<file path="src/sac_pkg.sv">
// Package of register map, field layout and timing constants for the converter
package sac_pkg;
  localparam logic [15:0] RESULT_WIDE_ADDR = 16'hff08;
  localparam logic [15:0] RESULT_UPPER_ADDR = 16'hff09;
  localparam logic [15:0] MODE_ADDR = 16'hff28;
  localparam logic [15:0] CHAN_ADDR = 16'hff29;
  localparam logic [7:0] MODE_RESET = 8'h00;
  localparam logic [2:0] CHAN_RESET = 3'h0;
  localparam logic [9:0] RESULT_RESET = 10'h000;
  localparam int RESULT_SHIFT = 6;
  localparam int RESULT_BITS = 10;
  // Conversion length in conversion-clock periods for each low-reference band
  localparam int PERIODS_NORMAL = 22;
  localparam int PERIODS_LOW = 40;
  // Successive approximation occupies the last trials before the end tick
  localparam int TRIAL_COUNT = 10;
  localparam logic [3:0] DIV_12 = 4'hc;
  localparam logic [3:0] DIV_8 = 4'h8;
  localparam logic [3:0] DIV_6 = 4'h6;
  localparam logic [3:0] DIV_4 = 4'h4;
  localparam logic [3:0] DIV_3 = 4'h3;
  localparam logic [3:0] DIV_2 = 4'h2;

  typedef struct packed {
    logic run;
    logic unused;
    logic [2:0] speed;
    logic [1:0] low_ref;
    logic comp_power;
  } sac_mode_s;

  typedef enum logic {SAC_IDLE, SAC_CONVERT} sac_state_e;
endpackage

</file>
<file path="src/sac_approx.sv">
// Successive-approximation register, MSB first
`timescale 1ns/1ps
module sac_approx (
  input wire logic clock,
  input wire logic reset,
  input wire logic clear,
  input wire logic trial,
  input wire logic comp_ge,
  output logic [9:0] tap_q
);
  import sac_pkg::*;
  logic [3:0] pos_q;

  always_ff @(posedge clock) begin
    if (reset || clear) begin
      tap_q <= 10'h200;
      pos_q <= 4'h9;
    end else if (trial) begin
      tap_q[pos_q] <= comp_ge;
      if (pos_q != 4'h0) begin
        tap_q[pos_q - 4'h1] <= 1'b1;
        pos_q <= pos_q - 4'h1;
      end
    end
  end

  msb_first_a: assert property (@(posedge clock) disable iff (reset)
    clear |=> tap_q == 10'h200)
    else $error("trial does not start at bit 9");
endmodule

</file>
<file path="src/sac_top.sv">
// Converter control: mode, channel select, result registers and sequencing
// Behaviour
// - Speed code 000-101 gives divide 12,8,6,4,3,2; 22 or 40 periods.
// - Wide result is read-only, left-justified, low six bits zero.
// - Upper eight bits at higher byte, low two at top of lower.
// - Wide result clears to zero on reset.
// - Byte result holds upper eight bits, updated each end, reset zero.
// - Result reads take a wait cycle; no reads with clock stopped.
// - Channel select register, reset zero, low three bits pick input.
// - Channel select writes take a wait cycle; none with clock stopped.
// - Convert repeatedly while run bit set; power bit drives comparator.
// - Approximate from bit 9 to 0; keep bit when input at least tap.
// - Pulse done interrupt with each result transfer, on the same edge.
`timescale 1ns/1ps
module sac_top (
  input wire logic clock,
  input wire logic reset,
  input wire logic bus_req,
  input wire logic bus_write,
  input wire logic bus_wide,
  input wire logic [15:0] bus_addr,
  input wire logic [7:0] bus_wdata,
  output logic [15:0] bus_rdata_q,
  output logic bus_ack_q,
  output logic bus_wait_q,
  input wire logic comp_ge,
  output logic [9:0] tap_q,
  output logic [2:0] channel_q,
  output logic comparator_power_q,
  output logic sample_hold_q,
  output logic conversion_done_irq_q
);
  import sac_pkg::*;

  sac_mode_s mode_q;
  sac_state_e state_q;
  logic [9:0] result_q;
  logic [3:0] div_cnt_q;
  logic [5:0] fad_cnt_q;
  logic [8:0] clk_cnt_q;
  logic run_prev_q;
  logic [15:0] pend_rdata_q;
  logic pend_q;

  function automatic logic [3:0] speed_div(input logic [2:0] code);
    unique case (code)
      3'h0: speed_div = DIV_12;
      3'h1: speed_div = DIV_8;
      3'h2: speed_div = DIV_6;
      3'h3: speed_div = DIV_4;
      3'h4: speed_div = DIV_3;
      3'h5: speed_div = DIV_2;
      default: speed_div = DIV_12;
    endcase
  endfunction

  function automatic logic [5:0] periods(input logic [1:0] lv);
    periods = lv[0] ? 6'(PERIODS_LOW) : 6'(PERIODS_NORMAL);
  endfunction

  function automatic logic [15:0] read_mux(input logic [15:0] a,
    input logic wide);
    logic [15:0] w;
    w = {result_q, 6'h00};
    read_mux = 16'h0000;
    if (a == RESULT_WIDE_ADDR) read_mux = wide ? w : {8'h00, w[7:0]};
    else if (a == RESULT_UPPER_ADDR) read_mux = {8'h00, w[15:8]};
    else if (a == MODE_ADDR) read_mux = {8'h00, mode_q};
    else if (a == CHAN_ADDR) read_mux = {13'h0000, channel_q};
  endfunction

  logic [3:0] div_sel;
  logic [5:0] nf;
  logic fad_tick;
  logic end_now;
  logic start_now;
  logic trial;
  logic is_result;
  logic needs_wait;

  always_comb begin
    div_sel = speed_div(mode_q.speed);
    nf = periods(mode_q.low_ref);
    fad_tick = (state_q == SAC_CONVERT) && (div_cnt_q == div_sel - 4'h1);
    end_now = fad_tick && (fad_cnt_q == nf - 6'h1);
    trial = fad_tick && (fad_cnt_q >= nf - 6'(TRIAL_COUNT + 1)) &&
      (fad_cnt_q <= nf - 6'h2);
    start_now = mode_q.run && (!run_prev_q || end_now);
    is_result = (bus_addr == RESULT_WIDE_ADDR) ||
      (bus_addr == RESULT_UPPER_ADDR);
    needs_wait = (!bus_write && is_result) ||
      (bus_write && (bus_addr == CHAN_ADDR || bus_addr == MODE_ADDR));
  end

  // Register writes; result registers have no write path at all
  always_ff @(posedge clock) begin
    if (reset) begin
      mode_q <= sac_mode_s'(MODE_RESET);
      channel_q <= CHAN_RESET;
    end else if (bus_req && bus_write && !pend_q) begin
      if (bus_addr == MODE_ADDR)
        mode_q <= {bus_wdata[7], 1'b0, bus_wdata[5:0]};
      // Upper channel bits are not stored so they always read zero
      if (bus_addr == CHAN_ADDR) channel_q <= bus_wdata[2:0];
    end
  end

  // Bus answer: one cycle, or two when a wait cycle is inserted
  always_ff @(posedge clock) begin
    if (reset) begin
      bus_ack_q <= 1'b0;
      bus_wait_q <= 1'b0;
      pend_q <= 1'b0;
      pend_rdata_q <= 16'h0000;
      bus_rdata_q <= 16'h0000;
    end else begin
      bus_ack_q <= 1'b0;
      bus_wait_q <= 1'b0;
      pend_q <= 1'b0;
      if (pend_q) begin
        bus_ack_q <= 1'b1;
        bus_rdata_q <= pend_rdata_q;
      end else if (bus_req && needs_wait) begin
        bus_wait_q <= 1'b1;
        pend_q <= 1'b1;
        pend_rdata_q <= bus_write ? 16'h0000 : read_mux(bus_addr, bus_wide);
      end else if (bus_req) begin
        bus_ack_q <= 1'b1;
        bus_rdata_q <= bus_write ? 16'h0000 : read_mux(bus_addr, bus_wide);
      end
    end
  end

  // Sequencer: repeated conversions while the run bit stays set
  always_ff @(posedge clock) begin
    if (reset) begin
      state_q <= SAC_IDLE;
      run_prev_q <= 1'b0;
      div_cnt_q <= 4'h0;
      fad_cnt_q <= 6'h00;
      clk_cnt_q <= 9'h000;
      sample_hold_q <= 1'b0;
    end else begin
      run_prev_q <= mode_q.run;
      if (!mode_q.run) begin
        state_q <= SAC_IDLE;
        sample_hold_q <= 1'b0;
      end else if (start_now) begin
        state_q <= SAC_CONVERT;
        div_cnt_q <= 4'h0;
        fad_cnt_q <= 6'h00;
        clk_cnt_q <= 9'h000;
        sample_hold_q <= 1'b1;
      end else if (state_q == SAC_CONVERT) begin
        clk_cnt_q <= clk_cnt_q + 9'h001;
        div_cnt_q <= fad_tick ? 4'h0 : div_cnt_q + 4'h1;
        if (fad_tick) begin
          fad_cnt_q <= fad_cnt_q + 6'h01;
          // Hold phase begins where the bit trials begin
          if (fad_cnt_q == nf - 6'(TRIAL_COUNT + 2)) sample_hold_q <= 1'b0;
        end
      end
    end
  end

  // Results and interrupt move together at the conversion end
  always_ff @(posedge clock) begin
    if (reset) begin
      result_q <= RESULT_RESET;
      conversion_done_irq_q <= 1'b0;
    end else begin
      conversion_done_irq_q <= end_now && mode_q.run;
      if (end_now && mode_q.run) result_q <= tap_q;
    end
  end

  always_ff @(posedge clock) begin
    if (reset) comparator_power_q <= 1'b0;
    else comparator_power_q <= mode_q.comp_power;
  end

  sac_approx sac_approx_inst (
    .clock(clock),
    .reset(reset),
    .clear(start_now),
    .trial(trial && mode_q.run),
    .comp_ge(comp_ge),
    .tap_q(tap_q)
  );

  logic wide_rd_q;
  always_ff @(posedge clock) begin
    if (reset) wide_rd_q <= 1'b0;
    else wide_rd_q <= bus_req && !bus_write && bus_wide && !pend_q &&
      bus_addr == RESULT_WIDE_ADDR;
  end

  low_bits_a: assert property (@(posedge clock) disable iff (reset)
    wide_rd_q |=> bus_ack_q && bus_rdata_q[5:0] == 6'h00)
    else $error("wide result low bits not zero");
  reset_clear_a: assert property (@(posedge clock)
    reset |=> result_q == RESULT_RESET)
    else $error("result not cleared by reset");
  load_irq_a: assert property (@(posedge clock) disable iff (reset)
    (end_now && mode_q.run) |=> conversion_done_irq_q &&
      result_q == $past(tap_q))
    else $error("result load and interrupt not together");
  conv_length_a: assert property (@(posedge clock) disable iff (reset)
    end_now |-> clk_cnt_q == 9'(div_sel * nf - 1))
    else $error("conversion length wrong");
  read_wait_a: assert property (@(posedge clock) disable iff (reset)
    (bus_req && !bus_write && is_result && !pend_q) |=>
      bus_wait_q && !bus_ack_q ##1 bus_ack_q)
    else $error("result read missing wait cycle");
  chan_wait_a: assert property (@(posedge clock) disable iff (reset)
    (bus_req && bus_write && bus_addr == CHAN_ADDR && !pend_q) |=>
      bus_wait_q ##1 bus_ack_q)
    else $error("channel write missing wait cycle");
  chan_store_a: assert property (@(posedge clock) disable iff (reset)
    (bus_req && bus_write && bus_addr == CHAN_ADDR && !pend_q) |=>
      channel_q == $past(bus_wdata[2:0]))
    else $error("channel code not stored");
  stop_idle_a: assert property (@(posedge clock) disable iff (reset)
    !mode_q.run |=> state_q == SAC_IDLE && !conversion_done_irq_q)
    else $error("converter runs with run bit clear");
  ro_result_a: assert property (@(posedge clock) disable iff (reset)
    (bus_req && bus_write && is_result && !end_now) |=> $stable(result_q))
    else $error("result changed by write");

  done_c: cover property (@(posedge clock) conversion_done_irq_q);
  back_to_back_c: cover property (@(posedge clock)
    conversion_done_irq_q ##[1:1000] conversion_done_irq_q);
  wait_read_c: cover property (@(posedge clock) bus_wait_q ##1 bus_ack_q);
endmodule

</file>
<file path="config.mk">
export PLATFORM = sky130hd
export DESIGN_NAME = sac_top
export DESIGN_NICKNAME = d
export VERILOG_FILES = /design/src/sac_pkg.sv /design/src/sac_approx.sv /design/src/sac_top.sv
export SDC_FILE = /design/constraint.sdc
export NUM_CORES = 1
export LEC_CHECK = 0
export BUFFER_PORTS_ARGS = -buffer_cell sky130_fd_sc_hd__buf_2
export CAP_MARGIN = 20
export CORE_UTILIZATION = 60
export CTS_CLUSTER_SIZE = 25
export DETAILED_ROUTE_END_ITERATION = 16
export PLACE_DENSITY_LB_ADDON = 0.2
export SYNTH_ARGS = -nofsm -noshare
export SYNTH_HDL_FRONTEND = slang
export SYNTH_SLANG_ARGS = --single-unit
</file>
<file path="constraint.sdc">
create_clock -name clock -period 4.9 [get_ports clock]
set_clock_uncertainty 0.1 [all_clocks]
set_input_delay 1.47 -clock clock [delete_from_list [all_inputs] [get_ports clock]]
set_output_delay 1.47 -clock clock [all_outputs]
set_load 0.01 [all_outputs]
</file>
==> results of run 1 <==
[report_power, final]
group	switching, mW	internal, mW
clock network	0.278	0.209
logic	0.0336	0.0230
registers	0.00268	0.680
[layer usage]
metal / up-vias / part of all wire (%) / wire [µm]
li1: 1838 / - / -
met1: 1762 / 46 / 4470
met2: 129 / 46 / 4430
met3: 22 / 4.8 / 466
met4: 0 / 2.8 / 268
met5: - / 0 / 0
[cell type report]
type / count / area (µm²)
clock buffer: 10 / 138
clock inverter: 6 / 55.1
fill: 541 / 2100
inverter: 19 / 71.3
multi-input combinational: 340 / 2300
sequential: 83 / 1660
tap: 80 / 100
timing repair buffer: 65 / 333
[stage by stage]
step / cells / setup WS (ps) / total power, mW / util (%) / area, µm²
after floorplan: 470 / 1550 / 0.731 / - / 4180
final: 603 / 921 / 1.23 / 69.0 / 4660
after CTS: 603 / 1010 / 1.23 / 69.0 / 4660
after global placement: 587 / 1090 / 0.753 / 66.1 / 4470
after detailed placement: 587 / 1040 / 0.754 / 66.1 / 4470
after global routing: 603 / 593 / 1.27 / 69.0 / 4660
[worst max path at each step]
stage / start / endpoint / slack (ps) / depth (start not counted)
3_5_place_dp: mode_q[4] / sac_approx_inst.tap_q[6] / 1040 / 13
6_report: mode_q[4] / sac_approx_inst.tap_q[3] / 920 / 13
4_1_cts: mode_q[4] / sac_approx_inst.tap_q[6] / 1010 / 13
5_1_grt: mode_q[4] / sac_approx_inst.tap_q[3] / 590 / 13
2_1_floorplan: bus_addr[1] / bus_rdata_q[10] / 1550 / 6
3_3_place_gp: bus_addr[1] / pend_rdata_q[14] / 1090 / 7
[state kept, by name, summed over array words and instances (netlist names), 3 cells and up]
register / count
fad_cnt_q: 6
sac_approx_inst.tap_q: 10
bus_rdata_q: 16
channel_q: 3
pend_rdata_q: 16
sac_approx_inst.pos_q: 4
result_q: 10
mode_q: 7
div_cnt_q: 4
[cells in the final DEF (no fill, tap or decap), types with 4 or more instances in the layout]
| cell | netlist | routed |
|---|---|---|
| clkbuf_8 | 0 | 10 |
| o311ai_1 | 4 | 4 |
| buf_2 | 4 | 62 |
| a21oi_1 | 28 | 28 |
| a31oi_1 | 5 | 5 |
| nor4_1 | 4 | 4 |
| xor2_1 | 4 | 4 |
| nand2_1 | 23 | 23 |
| nor2_1 | 65 | 65 |
| nor2b_1 | 6 | 6 |
| dfxtp_1 | 83 | 83 |
| inv_1 | 18 | 18 |
| mux2i_1 | 23 | 23 |
| nor3_1 | 15 | 15 |
| o221a_2 | 12 | 12 |
| ha_1 | 17 | 17 |
| nand4_1 | 9 | 9 |
| o21ai_0 | 18 | 18 |
| a22oi_1 | 15 | 15 |
| or2_2 | 4 | 4 |
| nand3_1 | 13 | 13 |
| xnor2_1 | 5 | 5 |
| a32oi_1 | 6 | 6 |
[cells by family after synthesis]
logic type      count (synthesis)
xor+xnor                        9
buf+inv                        47
fa+ha+maj                      17
flops                          83
simple gates                  167
mux                            26
compound gates                121
[critical path, stage by stage, from the launching register on]
cell	delay [ps]
dfxtp_1	630
inv_1	150
ha_1	420
nor3_1	70
a31oi_1	170
nor2_1	60
a21oi_1	160
ha_1	260
xor2_1	170
nand2_1	110
nor4_4	410
nand4_1	550
nor4_1	450
o22ai_1	130
==> summary.txt, run 1 <==
Synthesis
  • Synth Register Bits: 83
  • Most area-consuming cells after synthesis: dfxtp_1, nor2_1, mux2i_1, ha_1, a21oi_1
  • Yosys top cell area share: about two fifths
  • Mapped Area: ~4200 µm²
  • Commonest cells in the netlist: dfxtp_1, nor2_1, a21oi_1
  • Compound-gate portion of the synthesized area: between 20% and 30%
  • Synth Area in XOR/XNOR: 1.89%
  • Post-Syn Area per Cell: 8.88 µm²
  • Top FF cell, synth: dfxtp_1
  • Cell taking the most area after synthesis: dfxtp_1
  • Main combinational cell family by area after synthesis: simple AND/OR/NAND/NOR gates
  • Post-Synth Adder-Cell Area: 5.09%
  • Sequential area share after synthesis: 39.8%
  • Mapped Cells: 470
  • FFs w/ async S/R, synth: 0%
  • Synth Area in Simple Gates: 21.1%
  • Yosys cell types: 66
  • Multiplexer share of the synthesized area: between 6 and 7%
  • Cell with the most instances after synthesis: dfxtp_1
  • Synth warn: 0
  • Post-synth EDFFs: 0
  • Syn_nets: 517

Place
  • Port Buffer Count: 62
  • Routability cong.: 0.910
  • HPWL Detailed: 6810 µm

Routing
  • Vias/cell: 6.22
  • Avg WL per Cell: 16.0 µm
  • DRT iter0 DRCs: 321
  • Via Count: 3751
  • Drt pass-1 iters: 5
  • Routed WL: a little under 10000 µm
  • DRT antenna net count: 0
  • Drt drc: 0

Critical path
  • Reg2reg setup slack: 920 ps
  • Setup CP Type: flop to flop
  • Reg2Reg Launch Point: mode_q[4]
  • Worst EP arrival: 4120 ps
  • Startpoint types: flop
  • Crit-path max FO: 12
  • R2R Path End: sac_approx_inst.tap_q[3]
  • FF-to-FF path depth: 13
  • CP Capture Type: flop
  • Critical path required time: between 5000 and 6000 ps

Global route
  • First-pass GRT wire length: 15500 µm
  • Grt met2 use: a little over two fifths
  • GRT Max-Usage Layer: met2
  • Largest net degree at the start of global routing: 59
  • Total gr overflow: 0
  • Vias in the first global route: 3337
  • Met1 Usage GRT: 36.6%
  • Total Routing Usage GR: between 20% and 30%
  • Met3 Use GR: 3.70%
  • Initial antenna violation count: 0

CTS
  • Clock insertion delay at the later pin of the skew report: 360 ps
  • CTS tree: done
  • Root Driver: clkbuf_8
  • Longest Clk Path Bufs: 2
  • Clk pin slew, worst setup/hold paths: around 90 ps
  • Hold_buf cts: 0
  • Total setup buffers inserted after CTS: 0
  • H-tree depth: 3
  • Clock sinks: 83
  • Cts repair resizes: 0
  • Cts bufs inserted: 9

Power and ir drop
  • Max VDD drop: 0.177 mV
  • Static Leak: 1.90 nW
  • PwrDens: around 260 nW/µm²

Outcome
  • Status: finished clean

Die
  • Die area: 7300 µm²
  • Cell Rows: 30
  • Die Y: 85.4 µm
  • CORE AREA: just under 7000 µm²
  • Initial Util: 61.8%
  • Die Wd: 85.4 µm
  • IO Pins: 64

Worst hold path
  • HP Class: flop to flop
  • Worst Hold End: bus_rdata_q[1]
  • Min-delay src: bus_rdata_q[1]
  • Worst hold path depth: 2

STA
  • Slew @ Worst Pin: 930 ps
  • Post-route setup TNS: 0 ps
  • Fmax: around 250 MHz
  • Slew Limit Fails: 0
  • Slew headroom: 37.9%
  • Final Hold Viols: 0
  • Final hold slack: 361 ps
  • Final Cycle Share: 81.2%
  • Fin crit period: 3980 ps
  • RSZ-0062 raised after global routing: no
  • Setup violators final: 0

Cells and area
  • Area delta synth->final: 11.6%
  • Final net count: 565
  • Share of cells above drive strength 1: 21.0%
  • Antenna diode count: 0

Flow run
  • Number of max-cap violations: 0
No activity file was read; power rests on OpenSTA's default activity.
==> run 2: changes to the inputs <==
--- a/config.mk
+++ b/config.mk
@@ -7,7 +7,7 @@
 export LEC_CHECK = 0
 export BUFFER_PORTS_ARGS = -buffer_cell sky130_fd_sc_hd__buf_2
 export CAP_MARGIN = 20
-export CORE_UTILIZATION = 60
+export CORE_UTILIZATION = 57
 export CTS_CLUSTER_SIZE = 25
 export DETAILED_ROUTE_END_ITERATION = 16
 export PLACE_DENSITY_LB_ADDON = 0.2
==> constraint.sdc (replaced) <==
create_clock -name clock -period 3.7 [get_ports clock]
set_clock_uncertainty 0.1 [all_clocks]
set_input_delay 1.11 -clock clock [delete_from_list [all_inputs] [get_ports clock]]
set_output_delay 1.11 -clock clock [all_outputs]
set_load 0.01 [all_outputs]
==> run 2 against run 1 <==
Compared with the run above: cell count is 3.5% higher; maximum frequency increased by 15%; sequential share of layout area fell by 0.49 points; critical path depth unchanged; non-clock buffer count grew 5; register-to-register slack worse by 680 ps; worst hold slack lost 4.4 ps; critical path type unchanged; largest cell class unchanged.
==> summary.txt, run 2 (synthesis results as in run 1) <==
Routing
  • Drt pass-1 iters: 7
  • Via Count: 3799
  • Drt drc: 0
  • DRT iter0 DRCs: 228
  • DRT antenna net count: 0
  • Avg WL per Cell: 15.7 µm
  • Routed WL: between 9000 and 10000 µm
  • Vias/cell: 6.09

Cells and area
  • Non-Filler Instances: 624
  • Area delta synth->final: 13.2%
  • Antenna diode count: 0
  • Most common cell after layout, fill and taps aside: dfxtp_1
  • Final Cell Area: 4730 µm²
  • Final net count: 570
  • Share of cells above drive strength 1: 21.8%
  • Fillers: roughly 590
  • Layout Utilization: 68.1%
  • Commonest non-fill, non-tap cells in the layout: dfxtp_1, nor2_1, buf_2
  • Biggest regs: bus_rdata_q x16, pend_rdata_q x16

STA
  • Slew headroom: between 50 and 60%
  • Setup violators final: 0
  • Slew Limit Fails: 0
  • Final Hold Viols: 0
  • Slew @ Worst Pin: 691 ps
  • RSZ-0062 raised after global routing: no
  • Final Cycle Share: between 90% and 100%
  • Final hold slack: 357 ps
  • Fmax: approximately 290 MHz
  • Fin crit period: 3460 ps
  • Final WS setup: roughly 240 ps
  • Post-route setup TNS: 0 ps

CTS
  • Hold_buf cts: 0
  • CTS tree: done
  • H-tree depth: 3
  • Clock sinks: 83
  • Cts bufs inserted: 9
  • Clk pin slew, worst setup/hold paths: roughly 90 ps
  • Longest Clk Path Bufs: 2
  • Root Driver: clkbuf_8
  • Cts repair resizes: 0
  • Clock insertion delay at the later pin of the skew report: 380 ps

Global route
  • Total gr overflow: 0
  • Largest net degree at the start of global routing: 38
  • Initial antenna violation count: 0
  • Total Routing Usage GR: 26.5%
  • First-pass GRT wire length: 15700 µm
  • Vias in the first global route: about 3300

Critical path
  • Slowest stage delay, CP: 510 ps
  • CP Capture Type: flop
  • Crit path capture: sac_approx_inst.pos_q[3]
  • Setup CP Type: flop to flop
  • Crit path from: mode_q[4]
  • Reg2Reg Launch Point: mode_q[4]
  • FF-to-FF path depth: 13
  • Critical path depth: 13
  • CP cell instances: inv_1 > ha_1 > nor3_1 > a31oi_1 > nor2_1 > a21oi_1 > ha_1 > xor2_1 > nand2_1 > nor4_4 > and4_1 > a31oi_1 > a311o_1
  • Buf/Inv on CP: 1
  • Top Family by Delay on Critical Path: simple AND/OR/NAND/NOR gates
  • Crit-path max FO: 10
  • Worst EP arrival: 3620 ps
  • Reg2reg setup slack: 240 ps
  • R2R Path End: sac_approx_inst.pos_q[3]
  • Critical path required time: 3860 ps
  • Slowest-stage cell, CP: and4_1
  • Startpoint types: flop

Worst hold path
  • HP Class: flop to flop
  • Worst hold path depth: 2

Power and ir drop
  • PwrDens: 346 nW/µm²
  • Pwr Total: 1.64 mW
  • Static Leak: 1.93 nW
  • Max VDD drop: 0.210 mV

Die
  • Die area: 7670 µm²
  • Cell Rows: 30
  • Die Wd: 87.6 µm
  • Initial Util: 60.1%
  • IO Pins: 64
  • Die Y: 87.6 µm
  • CORE AREA: 6940 µm²

Place
  • Placed insts: between 600 and 700
  • DP Area: 4520 µm²
  • Post-Place Setup Slack: 211 ps
  • Routability cong.: just over 0.9
  • HPWL Detailed: around 7000 µm
  • Port Buffer Count: 62

Outcome
  • Status: finished clean

Flow run
  • Number of max-cap violations: 0
[run 2: cell count changes in the layout (fill, tap and decap cells not counted), sizes merged]
cell / previous run / this run
inv: 22 / 23
buf: 65 / 70
clkbuf: 10 / 9
[run 2: layout make-up]
cell class	count	area, µm²	share of cell area (%)
multi-input combinational	340	2300	48.7
sequential	83	1660	35.2
timing repair buffer	70	370	7.84
clock buffer	9	124	2.62
tap	96	120	2.54
clock inverter	7	76.3	1.62
inverter	19	71.3	1.51
[run 2: worst reg2reg max path, cell delays in order, from the launching register on]
cell,delay [ps]
dfxtp_1,340
inv_1,70
ha_1,380
nor3_1,200
a31oi_1,80
nor2_1,110
a21oi_1,60
ha_1,290
xor2_1,190
nand2_1,130
nor4_4,420
and4_1,510
a31oi_1,140
a311o_1,330
[run 2: timing repair]
action                     4_1_cts  5_1_grt
hold endpoints to repair         0        0
buffers inserted                 0        1
setup endpoints to repair        0        6
[run 2: how the worst min path moves through the flow]
| stage | slack (ps) | end | start |
|---|---|---|---|
| 3_3_place_gp | 340 | bus_rdata_q[1] | bus_rdata_q[1] |
| 2_1_floorplan | 360 | pend_rdata_q[7] | pend_rdata_q[7] |
| 4_1_cts | 360 | bus_rdata_q[1] | bus_rdata_q[1] |
| 5_1_grt | 400 | bus_rdata_q[1] | bus_rdata_q[1] |
| 6_report | 360 | bus_rdata_q[1] | bus_rdata_q[1] |
| 3_5_place_dp | 350 | bus_rdata_q[1] | bus_rdata_q[1] |
[run 2: power by group]
group / internal [mW] / switching (mW)
clock network: 0.269 / 0.388
registers: 0.900 / 0.00358
logic: 0.0304 / 0.0440
total: 1.20 / 0.436
[run 2: layer usage]
layer | vias to the layer above | GRT usage, % | part of all wire, %
met3 | 23 | 3.20 | 5.7
met1 | 1791 | 35.8 | 46
met2 | 148 | 42.4 | 46
met5 | - | 0 | 0
li1 | 1837 | - | -
met4 | 0 | 12.8 | 2.5
==> run 3: changes to the inputs <==
--- a/config.mk
+++ b/config.mk
@@ -10,6 +10,7 @@
 export CORE_UTILIZATION = 57
 export CTS_CLUSTER_SIZE = 25
 export DETAILED_ROUTE_END_ITERATION = 16
+export GPL_TIMING_DRIVEN = 0
 export PLACE_DENSITY_LB_ADDON = 0.2
 export SYNTH_ARGS = -nofsm -noshare
 export SYNTH_HDL_FRONTEND = slang
==> run 3 against run 2 <==
Compared with the run above: final area increased by 2.1%; wire length increased by 8.1%; via count increased by 3.8%.
==> summary.txt, run 3 (synthesis results as in run 1) <==
Place
  • HPWL Detailed: around 7800 µm
  • Routability cong.: 0.959
  • Port Buffer Count: 60
  • Post-Place Setup Slack: 204 ps

Routing
  • Routed WL: 10600 µm
  • Drt pass-1 iters: 6
  • Avg WL per Cell: 16.4 µm
  • Drt drc: 0
  • Vias/cell: 6.11
  • DRT antenna net count: 0
  • DRT iter0 DRCs: 322
  • Via Count: around 3900

Cells and area
  • Commonest non-fill, non-tap cells in the layout: dfxtp_1, nor2_1, buf_2
  • Antenna diode count: 0
  • Fillers: 558
  • Area delta synth->final: 15.6%
  • Final net count: between 500 and 600
  • Biggest regs: bus_rdata_q x16, pend_rdata_q x16
  • Share of cells above drive strength 1: between 20% and 30%
  • Most common cell after layout, fill and taps aside: dfxtp_1

Power and ir drop
  • Clock power frac: roughly 39%
  • Max VDD drop: 0.334 mV
  • Switching part of the total power: 26.4%
  • Net Switching: about 0.43 mW
  • Int Pwr: between 1 and 1.5 mW
  • Flop pwr share: between 50% and 60%
  • PwrDens: 336 nW/µm²
  • Static Leak: 1.96 nW
  • Power share of the combinational group: around 5.0%

Global route
  • Total Routing Usage GR: 28.6%
  • First-pass GRT wire length: ~17000 µm
  • Largest net degree at the start of global routing: 18
  • Initial antenna violation count: 0
  • Vias in the first global route: 3535
  • Total gr overflow: 0

Critical path
  • FF-to-FF path depth: 16
  • Setup CP Type: flop to flop
  • Reg2reg setup slack: approximately 240 ps
  • Slowest-stage cell, CP: ha_1
  • Slowest stage delay, CP: 390 ps
  • Critical path depth: 16
  • Most used cell, CP: buf_4
  • CP Capture Type: flop
  • Reg2Reg Launch Point: mode_q[4]
  • CP cell instances: buf_4 > inv_1 > ha_1 > nor3_1 > a31oi_1 > nor2_1 > a21oi_1 > ha_1 > xor2_1 > nand2_1 > nor4_4 > buf_4 > and4_1 > buf_4 > a31oi_1 > a311o_1
  • R2R Path End: sac_approx_inst.pos_q[3]
  • Startpoint types: flop
  • Critical path required time: 3850 ps
  • Worst EP arrival: 3610 ps
  • Top Family by Delay on Critical Path: compound AO/OA/AOI/OAI gates
  • Crit-path max FO: 10
  • Buf/Inv on CP: 4

Worst hold path
  • Worst Hold End: bus_rdata_q[1]
  • Worst hold path depth: 2
  • Min-delay src: bus_rdata_q[1]
  • HP Class: flop to flop

STA
  • Final Hold Viols: 0
  • Final WS setup: around 240 ps
  • Fmax: 289 MHz
  • Setup violators final: 0
  • Slew @ Worst Pin: 679 ps
  • Fin crit period: 3460 ps
  • Slew headroom: 54.4%
  • Slew Limit Fails: 0
  • Final Cycle Share: between 90% and 100%
  • Final hold slack: 358 ps

CTS
  • Clock insertion delay at the later pin of the skew report: 360 ps
  • H-tree depth: 3
  • Longest Clk Path Bufs: 2
  • Clock sinks: a little over 80
  • Clk pin slew, worst setup/hold paths: around 90 ps
  • CTS tree: done
  • Root Driver: clkbuf_8
  • Cts bufs inserted: 9

Die
  • Die area: 7670 µm²
  • CORE AREA: 6940 µm²
  • Cell Rows: 30
  • Initial Util: 60.1%
  • Die Y: 87.6 µm
  • Die Wd: 87.6 µm
  • IO Pins: 64

Flow run
  • Number of max-cap violations: 0

Outcome
  • Status: finished clean
run 3: worst min-delay path, cell delays in order, from the launching register on:
cell and delay [ps]:
dfxtp_1 320, nand2_1 50, a21oi_1 50
run 3: metal layers:
layer | vias to the layer above | global-route usage (%) | part of all wire [%]
met5 | - | 0 | 0
met4 | 0 | 10.6 | 2.1
met3 | 26 | 5.56 | 7.7
met2 | 181 | 45.4 | 46
met1 | 1848 | 38.7 | 44
li1 | 1889 | - | -
run 3: worst max path at each step:
stage / slack, ps / endpoint / startpoint
global placement: 320 / sac_approx_inst.tap_q[6] / mode_q[4]
global route: -20 / sac_approx_inst.tap_q[6] / mode_q[4]
finish: 240 / sac_approx_inst.pos_q[3] / mode_q[4]
detailed placement: 200 / sac_approx_inst.tap_q[6] / mode_q[4]
floorplan: 610 / fad_cnt_q[4] / mode_q[4]
CTS: 180 / sac_approx_inst.tap_q[7] / mode_q[4]
run 3: metrics by stage:
| stage | total power, mW | instance area [µm²] | std cells | setup TNS, ps | utilization [%] |
|---|---|---|---|---|---|
| 4_1_cts | 1.62 | 4790 | 642 | 0 | 68.9 |
| 3_5_place_dp | 1.00 | 4600 | 626 | 0 | 66.2 |
| 2_1_floorplan | 0.968 | 4180 | 470 | 0 | - |
| 6_report | 1.62 | 4830 | 645 | 0 | 69.5 |
| 3_3_place_gp | 1.00 | 4600 | 626 | 0 | 66.2 |
| 5_1_grt | 1.67 | 4830 | 645 | -25.5 | 69.5 |
run 3: power by group through the flow:
stage / combinational [mW] / sequential (mW) / clock (mW)
floorplan: 0.0394 / 0.929 / 0
global placement: 0.0775 / 0.925 / 0
detailed placement: 0.0793 / 0.925 / 0
CTS: 0.0800 / 0.904 / 0.641
global route: 0.0871 / 0.905 / 0.680
finish: 0.0807 / 0.904 / 0.639
run 3: layout make-up:
| type | count | area [µm²] | area share (%) |
|---|---|---|---|
| Timing Repair Buffer | 63 | 323 | 6.69 |
| Sequential cell | 83 | 1660 | 34.4 |
| Tap cell | 96 | 120 | 2.49 |
| Multi-Input combinational cell | 340 | 2310 | 47.9 |
| Clock inverter | 7 | 66.3 | 1.37 |
| Clock buffer | 9 | 124 | 2.57 |
| Buffer | 28 | 148 | 3.06 |
| Inverter | 19 | 71.3 | 1.48 |
run 3: what timing repair did:
action / 4_1_cts / 5_1_grt
hold buffers: 0 / 0
setup endpoints to repair: 0 / 10
buffers inserted: 0 / 3
resized for setup: 0 / 7
